===== config.mk =====
export PLATFORM = sky130hd
export DESIGN_NAME = pcs_regs
export DESIGN_NICKNAME = d
export VERILOG_FILES = /design/src/logic/pcs_pkg.sv /design/src/logic/pcs_comp_fold.sv /design/src/logic/pcs_path_sum.sv /design/src/logic/pcs_regs.sv
export VERILOG_INCLUDE_DIRS = /design/src /design/src/logic
export SDC_FILE = /design/constraint.sdc
export NUM_CORES = 1
export LEC_CHECK = 0
export BUFFER_PORTS_ARGS = -buffer_cell sky130_fd_sc_hd__buf_2
export CAP_MARGIN = 20
export CORE_ASPECT_RATIO = 0.7
export CORE_MARGIN = 2
export CORE_UTILIZATION = 38
export CTS_BUF_LIST = sky130_fd_sc_hd__clkbuf_4 sky130_fd_sc_hd__clkbuf_8
export CTS_CLUSTER_DIAMETER = 50
export DETAILED_ROUTE_END_ITERATION = 12
export MAX_ROUTING_LAYER = met4
export PLACE_DENSITY_LB_ADDON = 0.1
export RECOVER_POWER = 25
export SYNTH_ARGS = -nofsm -noshare
export SYNTH_HDL_FRONTEND = slang
export SYNTH_SLANG_ARGS = --single-unit

===== constraint.sdc =====
create_clock -name ref_clk -period 12.9 [get_ports ref_clk]
set_input_delay 0.645 -clock ref_clk [delete_from_list [all_inputs] [get_ports ref_clk]]
set_output_delay 0.645 -clock ref_clk [all_outputs]
set_load 0.005 [all_outputs]

===== src/logic/pcs_params.svh =====
/*
 * Offsets, field positions, reset values and fold limits for the phase
 * compensation and power sign register block.
 * Assumes inclusion by bare name from the package and design modules.
 */
`ifndef PCS_PARAMS_SVH
`define PCS_PARAMS_SVH

// ----------------------------------------------------------------------
// Host port widths and register offsets
// ----------------------------------------------------------------------
`define PCS_ADDR_W 16
`define PCS_DATA_W 16
`define PCS_ADDR_COMP_A 16'hE614
`define PCS_ADDR_COMP_B 16'hE615
`define PCS_ADDR_COMP_C 16'hE616
`define PCS_ADDR_SIGN 16'hE617

// ----------------------------------------------------------------------
// Compensation register fields
// ----------------------------------------------------------------------
`define PCS_COMP_W 10
`define PCS_COMP_RST 10'h000
`define PCS_DELAY_W 9
`define PCS_FOLD_LOW 10'h180
`define PCS_FOLD_HIGH 10'h200
`define PCS_FOLD_SHIFT 10'h080
`define PCS_VOLT_MASK 10'h07F

// ----------------------------------------------------------------------
// Sign status register fields
// ----------------------------------------------------------------------
`define PCS_SIGN_W 9
`define PCS_SIGN_RST 9'h000
`define PCS_BIT_ACT0 0
`define PCS_BIT_REACT0 4
`define PCS_BIT_SUM1 3
`define PCS_BIT_SUM2 7
`define PCS_BIT_SUM3 8

// ----------------------------------------------------------------------
// Power sample widths and power type codes
// ----------------------------------------------------------------------
`define PCS_PWR_W 24
`define PCS_SUM_W 26
`define PCS_SEL_W 3
`define PCS_TYPE_ACTIVE 3'h0
`define PCS_TYPE_REACTIVE 3'h1
`define PCS_TYPE_APPARENT 3'h2

`endif


===== src/logic/pcs_pkg.sv =====
/*
 * Types shared by the phase compensation and power sign modules.
 * Assumes pcs_params.svh is on the include path.
 */
`include "pcs_params.svh"

package pcs_pkg;

  // ----------------------------------------------------------------------
  // Power sample and power type
  // ----------------------------------------------------------------------
  typedef logic signed [`PCS_PWR_W-1:0] pcs_power_t;
  typedef logic [`PCS_SEL_W-1:0] pcs_sel_t;
  typedef enum logic [1:0] {
    PCS_ACTIVE,
    PCS_REACTIVE,
    PCS_APPARENT
  } pcs_kind_e;

  // Unknown codes fall back to active power
  function automatic pcs_kind_e pcs_decode_kind(input pcs_sel_t code);
    pcs_kind_e kind;
    kind = PCS_ACTIVE;
    if (code == `PCS_TYPE_REACTIVE) begin
      kind = PCS_REACTIVE;
    end else if (code == `PCS_TYPE_APPARENT) begin
      kind = PCS_APPARENT;
    end
    return kind;
  endfunction : pcs_decode_kind

endpackage : pcs_pkg


===== src/logic/pcs_comp_fold.sv =====
/*
 * Folds one 10-bit phase compensation code into a delay and a channel.
 * Assumes a registered code on the same clock; output is combinational.
 */
`timescale 1ns/10ps
`include "pcs_params.svh"

module pcs_comp_fold
  import pcs_pkg::*;
(
  input wire logic [`PCS_COMP_W-1:0] compValue,
  output logic [`PCS_DELAY_W-1:0] delayCode,
  output logic onVoltage
);

  logic [`PCS_COMP_W-1:0] shifted;

  assign shifted = compValue - `PCS_FOLD_SHIFT;

  // ----------------------------------------------------------------------
  // Code folding
  // ----------------------------------------------------------------------
  always_comb begin
    if (compValue < `PCS_FOLD_LOW) begin
      delayCode = compValue[`PCS_DELAY_W-1:0];
      onVoltage = 1'b0;
    end else if (compValue < `PCS_FOLD_HIGH) begin
      delayCode = shifted[`PCS_DELAY_W-1:0];
      onVoltage = 1'b0;
    end else begin
      delayCode = {2'h0, compValue[6:0]};
      onVoltage = 1'b1;
    end
  end

endmodule : pcs_comp_fold


===== src/logic/pcs_path_sum.sv =====
/*
 * Sums the chosen phase powers of one pulse-output path, gives the sign.
 * Assumes power samples on the same clock; output is combinational.
 */
`timescale 1ns/10ps
`include "pcs_params.svh"

module pcs_path_sum
  import pcs_pkg::*;
(
  input wire pcs_power_t [2:0] activePower,
  input wire pcs_power_t [2:0] reactivePower,
  input wire pcs_power_t [2:0] apparentPower,
  input wire pcs_sel_t phaseSelect,
  input wire pcs_sel_t powerType,
  output logic sumNeg
);

  logic signed [`PCS_SUM_W-1:0] total;
  pcs_kind_e kind;

  assign kind = pcs_decode_kind(powerType);

  // ----------------------------------------------------------------------
  // Signed sum of selected phases
  // ----------------------------------------------------------------------
  always_comb begin
    total = '0;
    for (int p = 0; p < 3; p++) begin
      if (phaseSelect[p]) begin
        unique case (kind)
          PCS_REACTIVE: total = total + `PCS_SUM_W'(reactivePower[p]);
          PCS_APPARENT: total = total + `PCS_SUM_W'(apparentPower[p]);
          PCS_ACTIVE: total = total + `PCS_SUM_W'(activePower[p]);
        endcase
      end
    end
  end

  assign sumNeg = total[`PCS_SUM_W-1];

endmodule : pcs_path_sum


===== src/logic/pcs_regs.sv =====
/*
 * Phase compensation registers and power sign status register.
 * Assumes the host serial port decodes frames into one-cycle register
 * strobes on ref_clk, and the signal processor flags new power results.
 */
`timescale 1ns/10ps
`include "pcs_params.svh"

// Notes on behaviour
// - Compensation registers keep a 10-bit code, 0 to 383 delays current.
// - Codes 384 to 511 act like codes 256 to 383.
// - Codes 512 to 1023 delay by their low 7 bits, 0 to 127, on the voltage channel.
// - Bits 15 to 10 do nothing, and the register resets to zero.
// - Sign bits 0 to 2 show negative active power on phases A to C.
// - Sign bits 4 to 6 show negative reactive power on phases A to C.
// - Phase A reactive sign follows total or fundamental as selected.
// - Sign bit 3 shows the sign of the first pulse path sum.
// - Sign bit 7 shows the sign of the second pulse path sum.
// - Sign bit 8 shows the sign of the third pulse path sum.
// - Sign bits 15 to 9 read zero, and all sign flags reset to zero.
// - Power type codes 0, 1, 2 pick active, reactive, apparent, else active.
module pcs_regs
  import pcs_pkg::*;
(
  input wire logic ref_clk,
  input wire logic rst_n,
  input wire logic [`PCS_ADDR_W-1:0] regAddr,
  input wire logic regWrEn,
  input wire logic [`PCS_DATA_W-1:0] regWrData,
  input wire logic regRdEn,
  output logic [`PCS_DATA_W-1:0] regRdData,
  output logic regRdValid,
  input wire logic powerValid,
  input wire pcs_power_t [2:0] activePower,
  input wire pcs_power_t [2:0] reactTotal,
  input wire pcs_power_t [2:0] reactFund,
  input wire pcs_power_t [2:0] apparentPower,
  input wire logic reverseReactiveSelect,
  input wire pcs_sel_t path1PhaseSelect,
  input wire pcs_sel_t path2PhaseSelect,
  input wire pcs_sel_t path3PhaseSelect,
  input wire pcs_sel_t path1PowerType,
  input wire pcs_sel_t path2PowerType,
  input wire pcs_sel_t path3PowerType,
  output logic [2:0][`PCS_DELAY_W-1:0] compDelay,
  output logic [2:0] compOnVoltage
);

  // ----------------------------------------------------------------------
  // Declarations
  // ----------------------------------------------------------------------
  logic [2:0][`PCS_COMP_W-1:0] compQ;
  logic [2:0][`PCS_DELAY_W-1:0] foldDelay;
  logic [2:0][`PCS_DELAY_W-1:0] compDelay_q;
  logic [2:0] foldVoltage;
  logic [2:0] compOnVoltage_q;
  logic [`PCS_SIGN_W-1:0] signQ;
  logic [`PCS_SIGN_W-1:0] signD;
  logic [2:0] compHit;
  logic signHit;
  logic [`PCS_DATA_W-1:0] rdMux;
  logic [`PCS_DATA_W-1:0] regRdData_q;
  logic regRdValid_q;
  pcs_power_t [2:0] reactSel;
  pcs_sel_t [2:0] pathPhase;
  pcs_sel_t [2:0] pathType;
  logic [2:0] pathNeg;

  assign pathPhase = {path3PhaseSelect, path2PhaseSelect, path1PhaseSelect};
  assign pathType = {path3PowerType, path2PowerType, path1PowerType};
  assign signHit = (regAddr == `PCS_ADDR_SIGN);

  // ----------------------------------------------------------------------
  // Per-phase compensation registers and folding
  // ----------------------------------------------------------------------
  genvar p;
  generate
    for (p = 0; p < 3; p++) begin : g_phase
      assign compHit[p] = (regAddr == `PCS_ADDR_COMP_A + `PCS_ADDR_W'(p));

      always_ff @(posedge ref_clk) begin
        if (!rst_n) begin
          compQ[p] <= `PCS_COMP_RST;
        end else if (regWrEn && compHit[p]) begin
          compQ[p] <= regWrData[`PCS_COMP_W-1:0];
        end
      end

      pcs_comp_fold u_fold (
        .compValue(compQ[p]),
        .delayCode(foldDelay[p]),
        .onVoltage(foldVoltage[p])
      );

      always_ff @(posedge ref_clk) begin
        if (!rst_n) begin
          compDelay_q[p] <= '0;
          compOnVoltage_q[p] <= 1'b0;
        end else begin
          compDelay_q[p] <= foldDelay[p];
          compOnVoltage_q[p] <= foldVoltage[p];
        end
      end

      if (p == 0) begin : g_react_a
        assign reactSel[p] = reverseReactiveSelect ?
                             reactFund[p] : reactTotal[p];
      end else begin : g_react_bc
        assign reactSel[p] = reactTotal[p];
      end

      assign signD[`PCS_BIT_ACT0 + p] =
        activePower[p][`PCS_PWR_W-1];
      assign signD[`PCS_BIT_REACT0 + p] =
        reactSel[p][`PCS_PWR_W-1];

      pcs_path_sum u_sum (
        .activePower(activePower),
        .reactivePower(reactTotal),
        .apparentPower(apparentPower),
        .phaseSelect(pathPhase[p]),
        .powerType(pathType[p]),
        .sumNeg(pathNeg[p])
      );
    end
  endgenerate

  assign compDelay = compDelay_q;
  assign compOnVoltage = compOnVoltage_q;

  // ----------------------------------------------------------------------
  // Sign status register
  // ----------------------------------------------------------------------
  assign signD[`PCS_BIT_SUM1] = pathNeg[0];
  assign signD[`PCS_BIT_SUM2] = pathNeg[1];
  assign signD[`PCS_BIT_SUM3] = pathNeg[2];

  always_ff @(posedge ref_clk) begin
    if (!rst_n) begin
      signQ <= `PCS_SIGN_RST;
    end else if (powerValid) begin
      signQ <= signD;
    end
  end

  // ----------------------------------------------------------------------
  // Read path
  // ----------------------------------------------------------------------
  always_comb begin
    rdMux = '0;
    for (int i = 0; i < 3; i++) begin
      if (compHit[i]) begin
        rdMux = {6'h00, compQ[i]};
      end
    end
    if (signHit) begin
      rdMux = {7'h00, signQ};
    end
  end

  always_ff @(posedge ref_clk) begin
    if (!rst_n) begin
      regRdData_q <= '0;
    end else if (regRdEn) begin
      regRdData_q <= rdMux;
    end
  end

  always_ff @(posedge ref_clk) begin
    if (!rst_n) begin
      regRdValid_q <= 1'b0;
    end else begin
      regRdValid_q <= regRdEn;
    end
  end

  assign regRdData = regRdData_q;
  assign regRdValid = regRdValid_q;

  // ----------------------------------------------------------------------
  // Checks
  // ----------------------------------------------------------------------
  property p_foldCurrent;
    @(posedge ref_clk) disable iff (!rst_n)
    (compQ[0] < 10'h180) |=>
      (compDelay_q[0] == $past(compQ[0][8:0])) && !compOnVoltage_q[0];
  endproperty
  a_foldCurrent: assert property (p_foldCurrent)
    else $error("current code not passed through");

  property p_foldMid;
    @(posedge ref_clk) disable iff (!rst_n)
    (compQ[1] >= 10'h180 && compQ[1] < 10'h200) |=>
      (compDelay_q[1] == 9'($past(compQ[1]) - 10'h080))
      && !compOnVoltage_q[1];
  endproperty
  a_foldMid: assert property (p_foldMid)
    else $error("codes 384 to 511 not folded by 128");

  property p_foldHigh;
    @(posedge ref_clk) disable iff (!rst_n)
    (compQ[2] >= 10'h200) |=>
      compOnVoltage_q[2] && (compDelay_q[2] == {2'h0, $past(compQ[2][6:0])});
  endproperty
  a_foldHigh: assert property (p_foldHigh)
    else $error("high code not folded to voltage channel");

  property p_compRead;
    @(posedge ref_clk) disable iff (!rst_n)
    (regRdEn && compHit[0]) |=>
      regRdValid && (regRdData == {6'h00, $past(compQ[0])});
  endproperty
  a_compRead: assert property (p_compRead)
    else $error("compensation read wrong or reserved bits set");

  property p_writeStore;
    @(posedge ref_clk) disable iff (!rst_n)
    (regWrEn && compHit[1]) |=> (compQ[1] == $past(regWrData[9:0]));
  endproperty
  a_writeStore: assert property (p_writeStore)
    else $error("compensation write not stored");

  property p_activeSign;
    @(posedge ref_clk) disable iff (!rst_n)
    powerValid |=> (signQ[2:0] == {$past(activePower[2][23]),
      $past(activePower[1][23]), $past(activePower[0][23])});
  endproperty
  a_activeSign: assert property (p_activeSign)
    else $error("active power sign flags wrong");

  property p_reactA;
    @(posedge ref_clk) disable iff (!rst_n)
    (powerValid && reverseReactiveSelect) |=>
      (signQ[4] == $past(reactFund[0][23]));
  endproperty
  a_reactA: assert property (p_reactA)
    else $error("phase A reactive sign not from fundamental");

  property p_reactBC;
    @(posedge ref_clk) disable iff (!rst_n)
    powerValid |=> (signQ[6:5] == {$past(reactTotal[2][23]),
      $past(reactTotal[1][23])});
  endproperty
  a_reactBC: assert property (p_reactBC)
    else $error("reactive sign flags wrong");

  property p_sum1Single;
    @(posedge ref_clk) disable iff (!rst_n)
    (powerValid && path1PhaseSelect == 3'h1 && path1PowerType == 3'h1)
      |=> (signQ[3] == $past(reactTotal[0][23]));
  endproperty
  a_sum1Single: assert property (p_sum1Single)
    else $error("path 1 sign wrong for single reactive phase");

  property p_sum2Fallback;
    @(posedge ref_clk) disable iff (!rst_n)
    (powerValid && path2PhaseSelect == 3'h2 && path2PowerType == 3'h5)
      |=> (signQ[7] == $past(activePower[1][23]));
  endproperty
  a_sum2Fallback: assert property (p_sum2Fallback)
    else $error("path 2 reserved type not treated as active");

  property p_sum3Empty;
    @(posedge ref_clk) disable iff (!rst_n)
    (powerValid && path3PhaseSelect == 3'h0) |=> !signQ[8];
  endproperty
  a_sum3Empty: assert property (p_sum3Empty)
    else $error("path 3 with no phases must read positive");

  property p_signHold;
    @(posedge ref_clk) disable iff (!rst_n)
    !powerValid |=> $stable(signQ);
  endproperty
  a_signHold: assert property (p_signHold)
    else $error("sign flags changed without new power result");

  property p_signRead;
    @(posedge ref_clk) disable iff (!rst_n)
    (regRdEn && signHit) |=> regRdValid && (regRdData[15:9] == 7'h00);
  endproperty
  a_signRead: assert property (p_signRead)
    else $error("sign register reserved bits not zero");

  property p_reactATotal;
    @(posedge ref_clk) disable iff (!rst_n)
    (powerValid && !reverseReactiveSelect) |=>
      (signQ[4] == $past(reactTotal[0][23]));
  endproperty
  a_reactATotal: assert property (p_reactATotal)
    else $error("phase A reactive sign not from total");

  property p_sum3Single;
    @(posedge ref_clk) disable iff (!rst_n)
    (powerValid && path3PhaseSelect == 3'h1 && path3PowerType == 3'h0)
      |=> (signQ[8] == $past(activePower[0][23]));
  endproperty
  a_sum3Single: assert property (p_sum3Single)
    else $error("path 3 sign wrong for single active phase");

  property p_signReadAll;
    @(posedge ref_clk) disable iff (!rst_n)
    (regRdEn && signHit) |=> (regRdData == {7'h00, $past(signQ)});
  endproperty
  a_signReadAll: assert property (p_signReadAll)
    else $error("sign register read does not return flags");

  property p_writeStoreA;
    @(posedge ref_clk) disable iff (!rst_n)
    (regWrEn && compHit[0]) |=> (compQ[0] == $past(regWrData[9:0]));
  endproperty
  a_writeStoreA: assert property (p_writeStoreA)
    else $error("phase A compensation write not stored");

endmodule : pcs_regs


Word level (Yosys, flattened, before mapping)
Cells that the tools add are included.
- bits of input ports: 344
- register bits after elaboration: 86
- logic and storage cells: 103
- output and inout port bits: 47
- equality and inequality tests: 16
- multiplexer cells: 38
- bitwise logic cells: 1
- $add $sub $neg: 21
- reduce and logical (&&, ||, !) cells: 9
- $lt $le $gt $ge: 6
- operator list (cell ; number):
    26-bit one-hot mux with 3 select lines ; 9
    26-bit by 24-bit adder with 26-bit output ; 18
    26-bit 2-to-1 mux ; 9
    16-bit equality test (second input constant) ; 4
    9-bit 2-to-1 mux ; 6
    16-bit 2-to-1 mux ; 2
    10-bit less-than comparator (second input constant) ; 3
    10-bit by 9-bit less-than comparator with 1-bit output (second input constant) ; 3
    9-bit by 8-bit subtractor with 9-bit output (second input constant) ; 3
    24-bit 2-to-1 mux ; 1
    10-bit 2-to-1 mux ; 2
    2-bit 2-to-1 mux ; 6
    3-bit by 1-bit equality test with 1-bit output (second input constant) ; 3
    3-bit by 2-bit equality test with 1-bit output (second input constant) ; 3
    2-bit by 1-bit equality test with 1-bit output (second input constant) ; 3
    2-bit equality test (second input constant) ; 3
    2-bit zero test ; 3
    2-bit OR reduction ; 3
    1-bit logical AND ; 3
    1-bit 2-to-1 mux ; 3
    1-bit inverter ; 1

Longest topological paths before layout
- depth after elaboration: 12
- mapped depth: 26
- gate-level depth less buffers: 23

By module
From an unflattened synthesis, not the netlist that was laid out.
- cells, all modules: 2212
- area, all modules: 14746.6 um^2
- modules (own cells, without submodules) (module ; area an instance (um^2) ; cells each ; instances):
    pcs_path_sum at g_phase[2].u_sum ; 4682.0 ; 805 ; 1
    pcs_path_sum at g_phase[1].u_sum ; 3444.6 ; 553 ; 1
    pcs_path_sum at g_phase[0].u_sum ; 3403.3 ; 556 ; 1
    pcs_regs ; 2991.6 ; 268 ; 1
    pcs_comp_fold ; 75.1 ; 10 ; 3

Least setup slack after synthesis
Ideal clock, no wire load.
- path type: in2reg
- start point: input port path1PowerType[0]
- end point: register signQ[3]
- buffers on the path: 3
- required time: 12.837 ns
- slack: 6.931 ns
- setup time: 0.063 ns
- stages on the path: 24
- data arrival time: 5.906 ns
- cells stage by stage: or3b_2 clkbuf_1 nand2_1 clkbuf_1 buf_1 nor2_1 nor2_1 ha_1 a21o_1 a41o_1 a211oi_4 o31ai_2 a2111o_1 a21oi_1 xnor2_1 mux2_2 ha_1 o21a_1 a211oi_1 o211ai_1 o21ai_1 mux2i_1 or4_1 nand3_1
- longest elaborated chain between the ends: 12
- RTL lines (what ; RTL line ; source):
    start: declaration ; pcs_regs.sv:42 ; input wire pcs_sel_t path1PowerType,
    3-bit by 2-bit equality test with 1-bit output (no line) ; -- ;
    2-bit 2-to-1 mux ; pcs_pkg.sv:26 ; end else if (code == `PCS_TYPE_APPARENT) begin
    2-bit 2-to-1 mux * ; pcs_pkg.sv:24 ; if (code == `PCS_TYPE_REACTIVE) begin
    2-bit equality test (tied with other cells) ; pcs_path_sum.sv:31 ; unique case (kind)
    26-bit one-hot mux with 3 select lines ; pcs_path_sum.sv:31 ;
    26-bit 2-to-1 mux ; pcs_path_sum.sv:30 ; if (phaseSelect[p]) begin
    26-bit by 24-bit adder with 26-bit output, on equally long branches ; pcs_path_sum.sv:34, pcs_path_sum.sv:32, pcs_path_sum.sv:33 ;
    26-bit one-hot mux with 3 select lines ; pcs_path_sum.sv:31 ;
    26-bit 2-to-1 mux ; pcs_path_sum.sv:30 ;
    26-bit by 24-bit adder with 26-bit output, on equally long branches ; pcs_path_sum.sv:34, pcs_path_sum.sv:32, pcs_path_sum.sv:33 ;
    26-bit one-hot mux with 3 select lines ; pcs_path_sum.sv:31 ;
    26-bit 2-to-1 mux * ; pcs_path_sum.sv:30 ;
    end signal: assignment ; pcs_regs.sv:140 ; signQ <= `PCS_SIGN_RST;
    end signal: assignment ; pcs_regs.sv:142 ; signQ <= signD;
    end: declaration ; pcs_regs.sv:57 ; logic [`PCS_SIGN_W-1:0] signQ;
Every way passes the cells marked *; elsewhere a longest branch is shown, timed or not.
A chain may end at the register's enable or synchronous reset.

Worst setup path in the final report
- start point: input port path3PowerType[0]
- end point: register signQ[8]
- longest elaborated chain between the ends: 12
- RTL lines (what ; RTL line ; source):
    start: declaration ; pcs_regs.sv:44 ; input wire pcs_sel_t path3PowerType,
    3-bit by 2-bit equality test with 1-bit output (no line) ; -- ;
    2-bit 2-to-1 mux ; pcs_pkg.sv:26 ;
    2-bit 2-to-1 mux * ; pcs_pkg.sv:24 ;
    2-bit equality test (tied with other cells) ; pcs_path_sum.sv:31 ;
    26-bit one-hot mux with 3 select lines ; pcs_path_sum.sv:31 ;
    26-bit 2-to-1 mux ; pcs_path_sum.sv:30 ;
    26-bit by 24-bit adder with 26-bit output, on equally long branches ; pcs_path_sum.sv:34, pcs_path_sum.sv:32, pcs_path_sum.sv:33 ;
    26-bit one-hot mux with 3 select lines ; pcs_path_sum.sv:31 ;
    26-bit 2-to-1 mux ; pcs_path_sum.sv:30 ;
    26-bit by 24-bit adder with 26-bit output, on equally long branches ; pcs_path_sum.sv:34, pcs_path_sum.sv:32, pcs_path_sum.sv:33 ;
    26-bit one-hot mux with 3 select lines ; pcs_path_sum.sv:31 ;
    26-bit 2-to-1 mux * ; pcs_path_sum.sv:30 ;
Marked as above.

==> flow_summary.ini <==
[placed_design]
gp_congestion = 1.01
dp_hpwl_mm = 42.8
place_area_um2 = 14300
port_buffers = 307

[detailed_routing]
drt_iter0_drc = 1726
detail_route.vias_per_cell = 6.05
drc = 0
drt_wl_total_mm = 55.6
firstDrtPassIters = 7
antenna_left = 0
wire_per_inst_um = 22.4
num_vias = 15025

[clock_network]
clock-sinks = 80
clock_latency_ns = 0.37
cts_resized = 0
path_clk_slew_ns = 0.08
numCtsBuffers = 9
post_cts_buffers = 0
clockBufferDepth = 2
cts-root-buf = clkbuf_8
cts-hold-fix-buffers = 0
htreeDepth = 3
cts_tree = done

[synth]
syn_area_um2 = 12500
synth-adder-area-share = 0.149
muxShareOfSynthArea = 0.0829
synth-xor-area-share = 0.0365
seq_area_frac_synth = 0.128
synth-seq-cells = 80
synthArstFlopShare = 0
syn_avg_cell_area_um2 = 6.87
synthFlopType = dfxtp_1
synth_edf_count = 0
synthCells = 1816
synthSimpleGateAreaFrac = 0.262
synth_top_family_by_area = compound AO/OA/AOI/OAI gates
synth_compound_area_frac = 0.295
ys_types = 78
yosysWarnings = 0

[setup_path]
critPathKind = primary input to register
cp-start-kind = primary input
ff2ff_path_depth = 4
worst_ep_required_time_ns = 13.15
startpoint = path3PowerType[0]
path_max_fanout = 55
regToRegStartpoint = compQ[2]
critPathCaptureType = register
r2r_slack_ns = 11.63
worstReg2RegEnd = regRdData[2]
cp.arrival_ns = 7.52

[floorplanning]
design.die.area_um2 = 34300
io_pins = 391
die_y_um = 156
initial_core_util = 0.386
rows = 55
die_w_um = 221
core_um2 = 32300

[sta]
grt_setup_unrepaired = false
setup_viol = 0
relSlewSlack = -0.633
drv_slew = 55
fin_crit_sh = 0.564
fin_setup_tns_ns = 0
tightest_slew_ns = 2.45
fmax_ghz = 0.138
hold_violations = 0
finClkSkew_ns = 0.00972
period_needed_ns = 7.27

[worst_hold_path]
hold_end = regRdData[9]
worstHoldPathType = register to register
hold_depth = 2
min_from = regRdData[9]

[cells_and_area]
nFillCells = 3380
layout-drive-gt1-share = 0.197
mostFrequentLayoutCell = nor2_1
fin_nets = 2535
multi_input_area_um2 = 10300
design_area_um2 = 14500
final_cell_mix = nor2_1, buf_2, ha_1, o22ai_1, a21oi_1
syn_to_final_growth_pct = 16.5
area.sequential_um2 = 1600

[run]
drv_cap = 1

[global_route]
met2_usage = 0.465
grt-busiest-layer = met1
antenna_found_initial = 7
grt_overflow = 0
use_met3 = 0.0639
grt_use_total = 0.325
grt_max_degree = 56
grt_pass1_wl_mm = 83.0
met1_usage = 0.470
grt_pass1_vias = 13771

[power_and_ir_drop]
p_leak_nw = 6.76
powerDensity_nw_per_um2 = 85.4
ir_worst_vdd_uv = 57.6

[run_status]
status = complete, but fails checks
failed_checks = max-capacitance violations, max-slew violations
[synthesized netlist by cell type (all sizes together), types with 3 or more instances]
cell | n | share of area
nand4 | 21 | 0.011
nand3 | 35 | 0.014
and3 | 13 | 0.0065
mux2i | 56 | 0.045
o211ai | 8 | 0.0048
o22ai | 142 | 0.071
or3b | 6 | 0.0042
a21oi | 90 | 0.036
dfxtp | 80 | 0.13
inv | 33 | 0.0099
o32ai | 3 | 0.0021
nor3 | 21 | 0.0084
o31ai | 16 | 0.010
o21a | 15 | 0.0090
and2 | 28 | 0.014
or2 | 3 | 0.0015
nand3b | 4 | 0.0024
nor3b | 5 | 0.0030
o21ai | 54 | 0.022
a2111oi | 3 | 0.0021
a311oi | 3 | 0.0031
ha | 144 | 0.14
nor2b | 8 | 0.0040
clkbuf | 80 | 0.024
nor4b | 6 | 0.0042
a211oi | 26 | 0.017
o31a | 4 | 0.0028
fa | 3 | 0.0048
buf | 32 | 0.012
nor2 | 512 | 0.15
nand4b | 5 | 0.0035
mux2 | 42 | 0.038
o2111ai | 4 | 0.0028
a21o | 41 | 0.025
a31oi | 16 | 0.0080
nand2 | 70 | 0.021
xor2 | 14 | 0.0098
o21bai | 10 | 0.0060
xnor2 | 38 | 0.027
o221ai | 70 | 0.049
nand2b | 6 | 0.0030
o22a | 4 | 0.0028
[per-stage QoR]
| step | total power [mW] | hold WS [ns] | setup WS [ns] | instances | util |
|---|---|---|---|---|---|
| after floorplan | 0.764 | 0.436 | 6.93 | 1821 | - |
| after global placement | 0.989 | 0.461 | 5.52 | 2460 | 0.441 |
| after detailed placement | 0.995 | 0.470 | 5.48 | 2460 | 0.441 |
| after CTS | 1.23 | 0.488 | 5.87 | 2476 | 0.449 |
| after global routing | 1.34 | 0.513 | 5.23 | 2483 | 0.449 |
| final | 1.24 | 0.487 | 5.63 | 2483 | 0.449 |
[sequential cells by signal, indices dropped and copies added (netlist names)]
| register | flops |
|---|---|
| compOnVoltage | 3 |
| compQ | 30 |
| regRdValid | 1 |
| signQ | 9 |
| compDelay | 27 |
| regRdData | 10 |
[worst max path at each step]
stage | to | slack [ns] | cells past startpoint
2_1_floorplan | signQ[3] | 6.93 | 24
3_3_place_gp | signQ[8] | 5.52 | 23
3_5_place_dp | signQ[7] | 5.48 | 23
4_1_cts | signQ[7] | 5.87 | 23
5_1_grt | signQ[8] | 5.23 | 23
6_report | signQ[8] | 5.63 | 23
[critical path, stage by stage]
cell and delay (ns):
buf_2 0.10, or3b_4 0.59, nand2_2 0.44, buf_4 0.67, nor2_1 0.08, nor2_1 0.18, ha_1 0.44, a2111oi_0 0.12
o21ai_1 0.41, a311oi_2 0.30, o311ai_1 0.50, nand2_1 0.13, xnor2_1 0.15, mux2_2 0.27, ha_1 0.29, nand3_1 0.08
nor3_1 0.66, o2111a_1 0.29, a221oi_1 0.16, o31ai_1 0.43, nand4b_1 0.18, a211oi_1 0.23, nor3b_1 0.08
[layout make-up]
cell class | instances | share of cell area
well taps | 427 | 0.0368
inverters | 34 | 0.00878
multi-input cells | 1595 | 0.712
diodes | 7 | 0.00121
repair buffers | 324 | 0.114
flip-flops and latches | 80 | 0.110
clock buffers | 10 | 0.00904
clock inverters | 6 | 0.00801
[logic make-up after synthesis]
logic type | count (synthesis)
simple gates | 754
xor+xnor | 52
fa+ha+maj | 147
mux | 98
buf+inv | 146
other cells | 1
compound gates | 538
flops | 80
[report_power, final]
group | switching (mW) | total (mW) | internal, mW
Combinational | 0.453 | 0.758 | 0.304
Clock | 0.0989 | 0.231 | 0.132
Sequential | 0.00221 | 0.253 | 0.251
Total | 0.554 | 1.24 | 0.687
[routing by layer]
layer  share of wire  vias up
li1                -     7193
met1            0.48     7104
met5               0        -
met4           0.017        0
met3           0.089       40
met2            0.42      688
(Power assumes the default switching activity.)
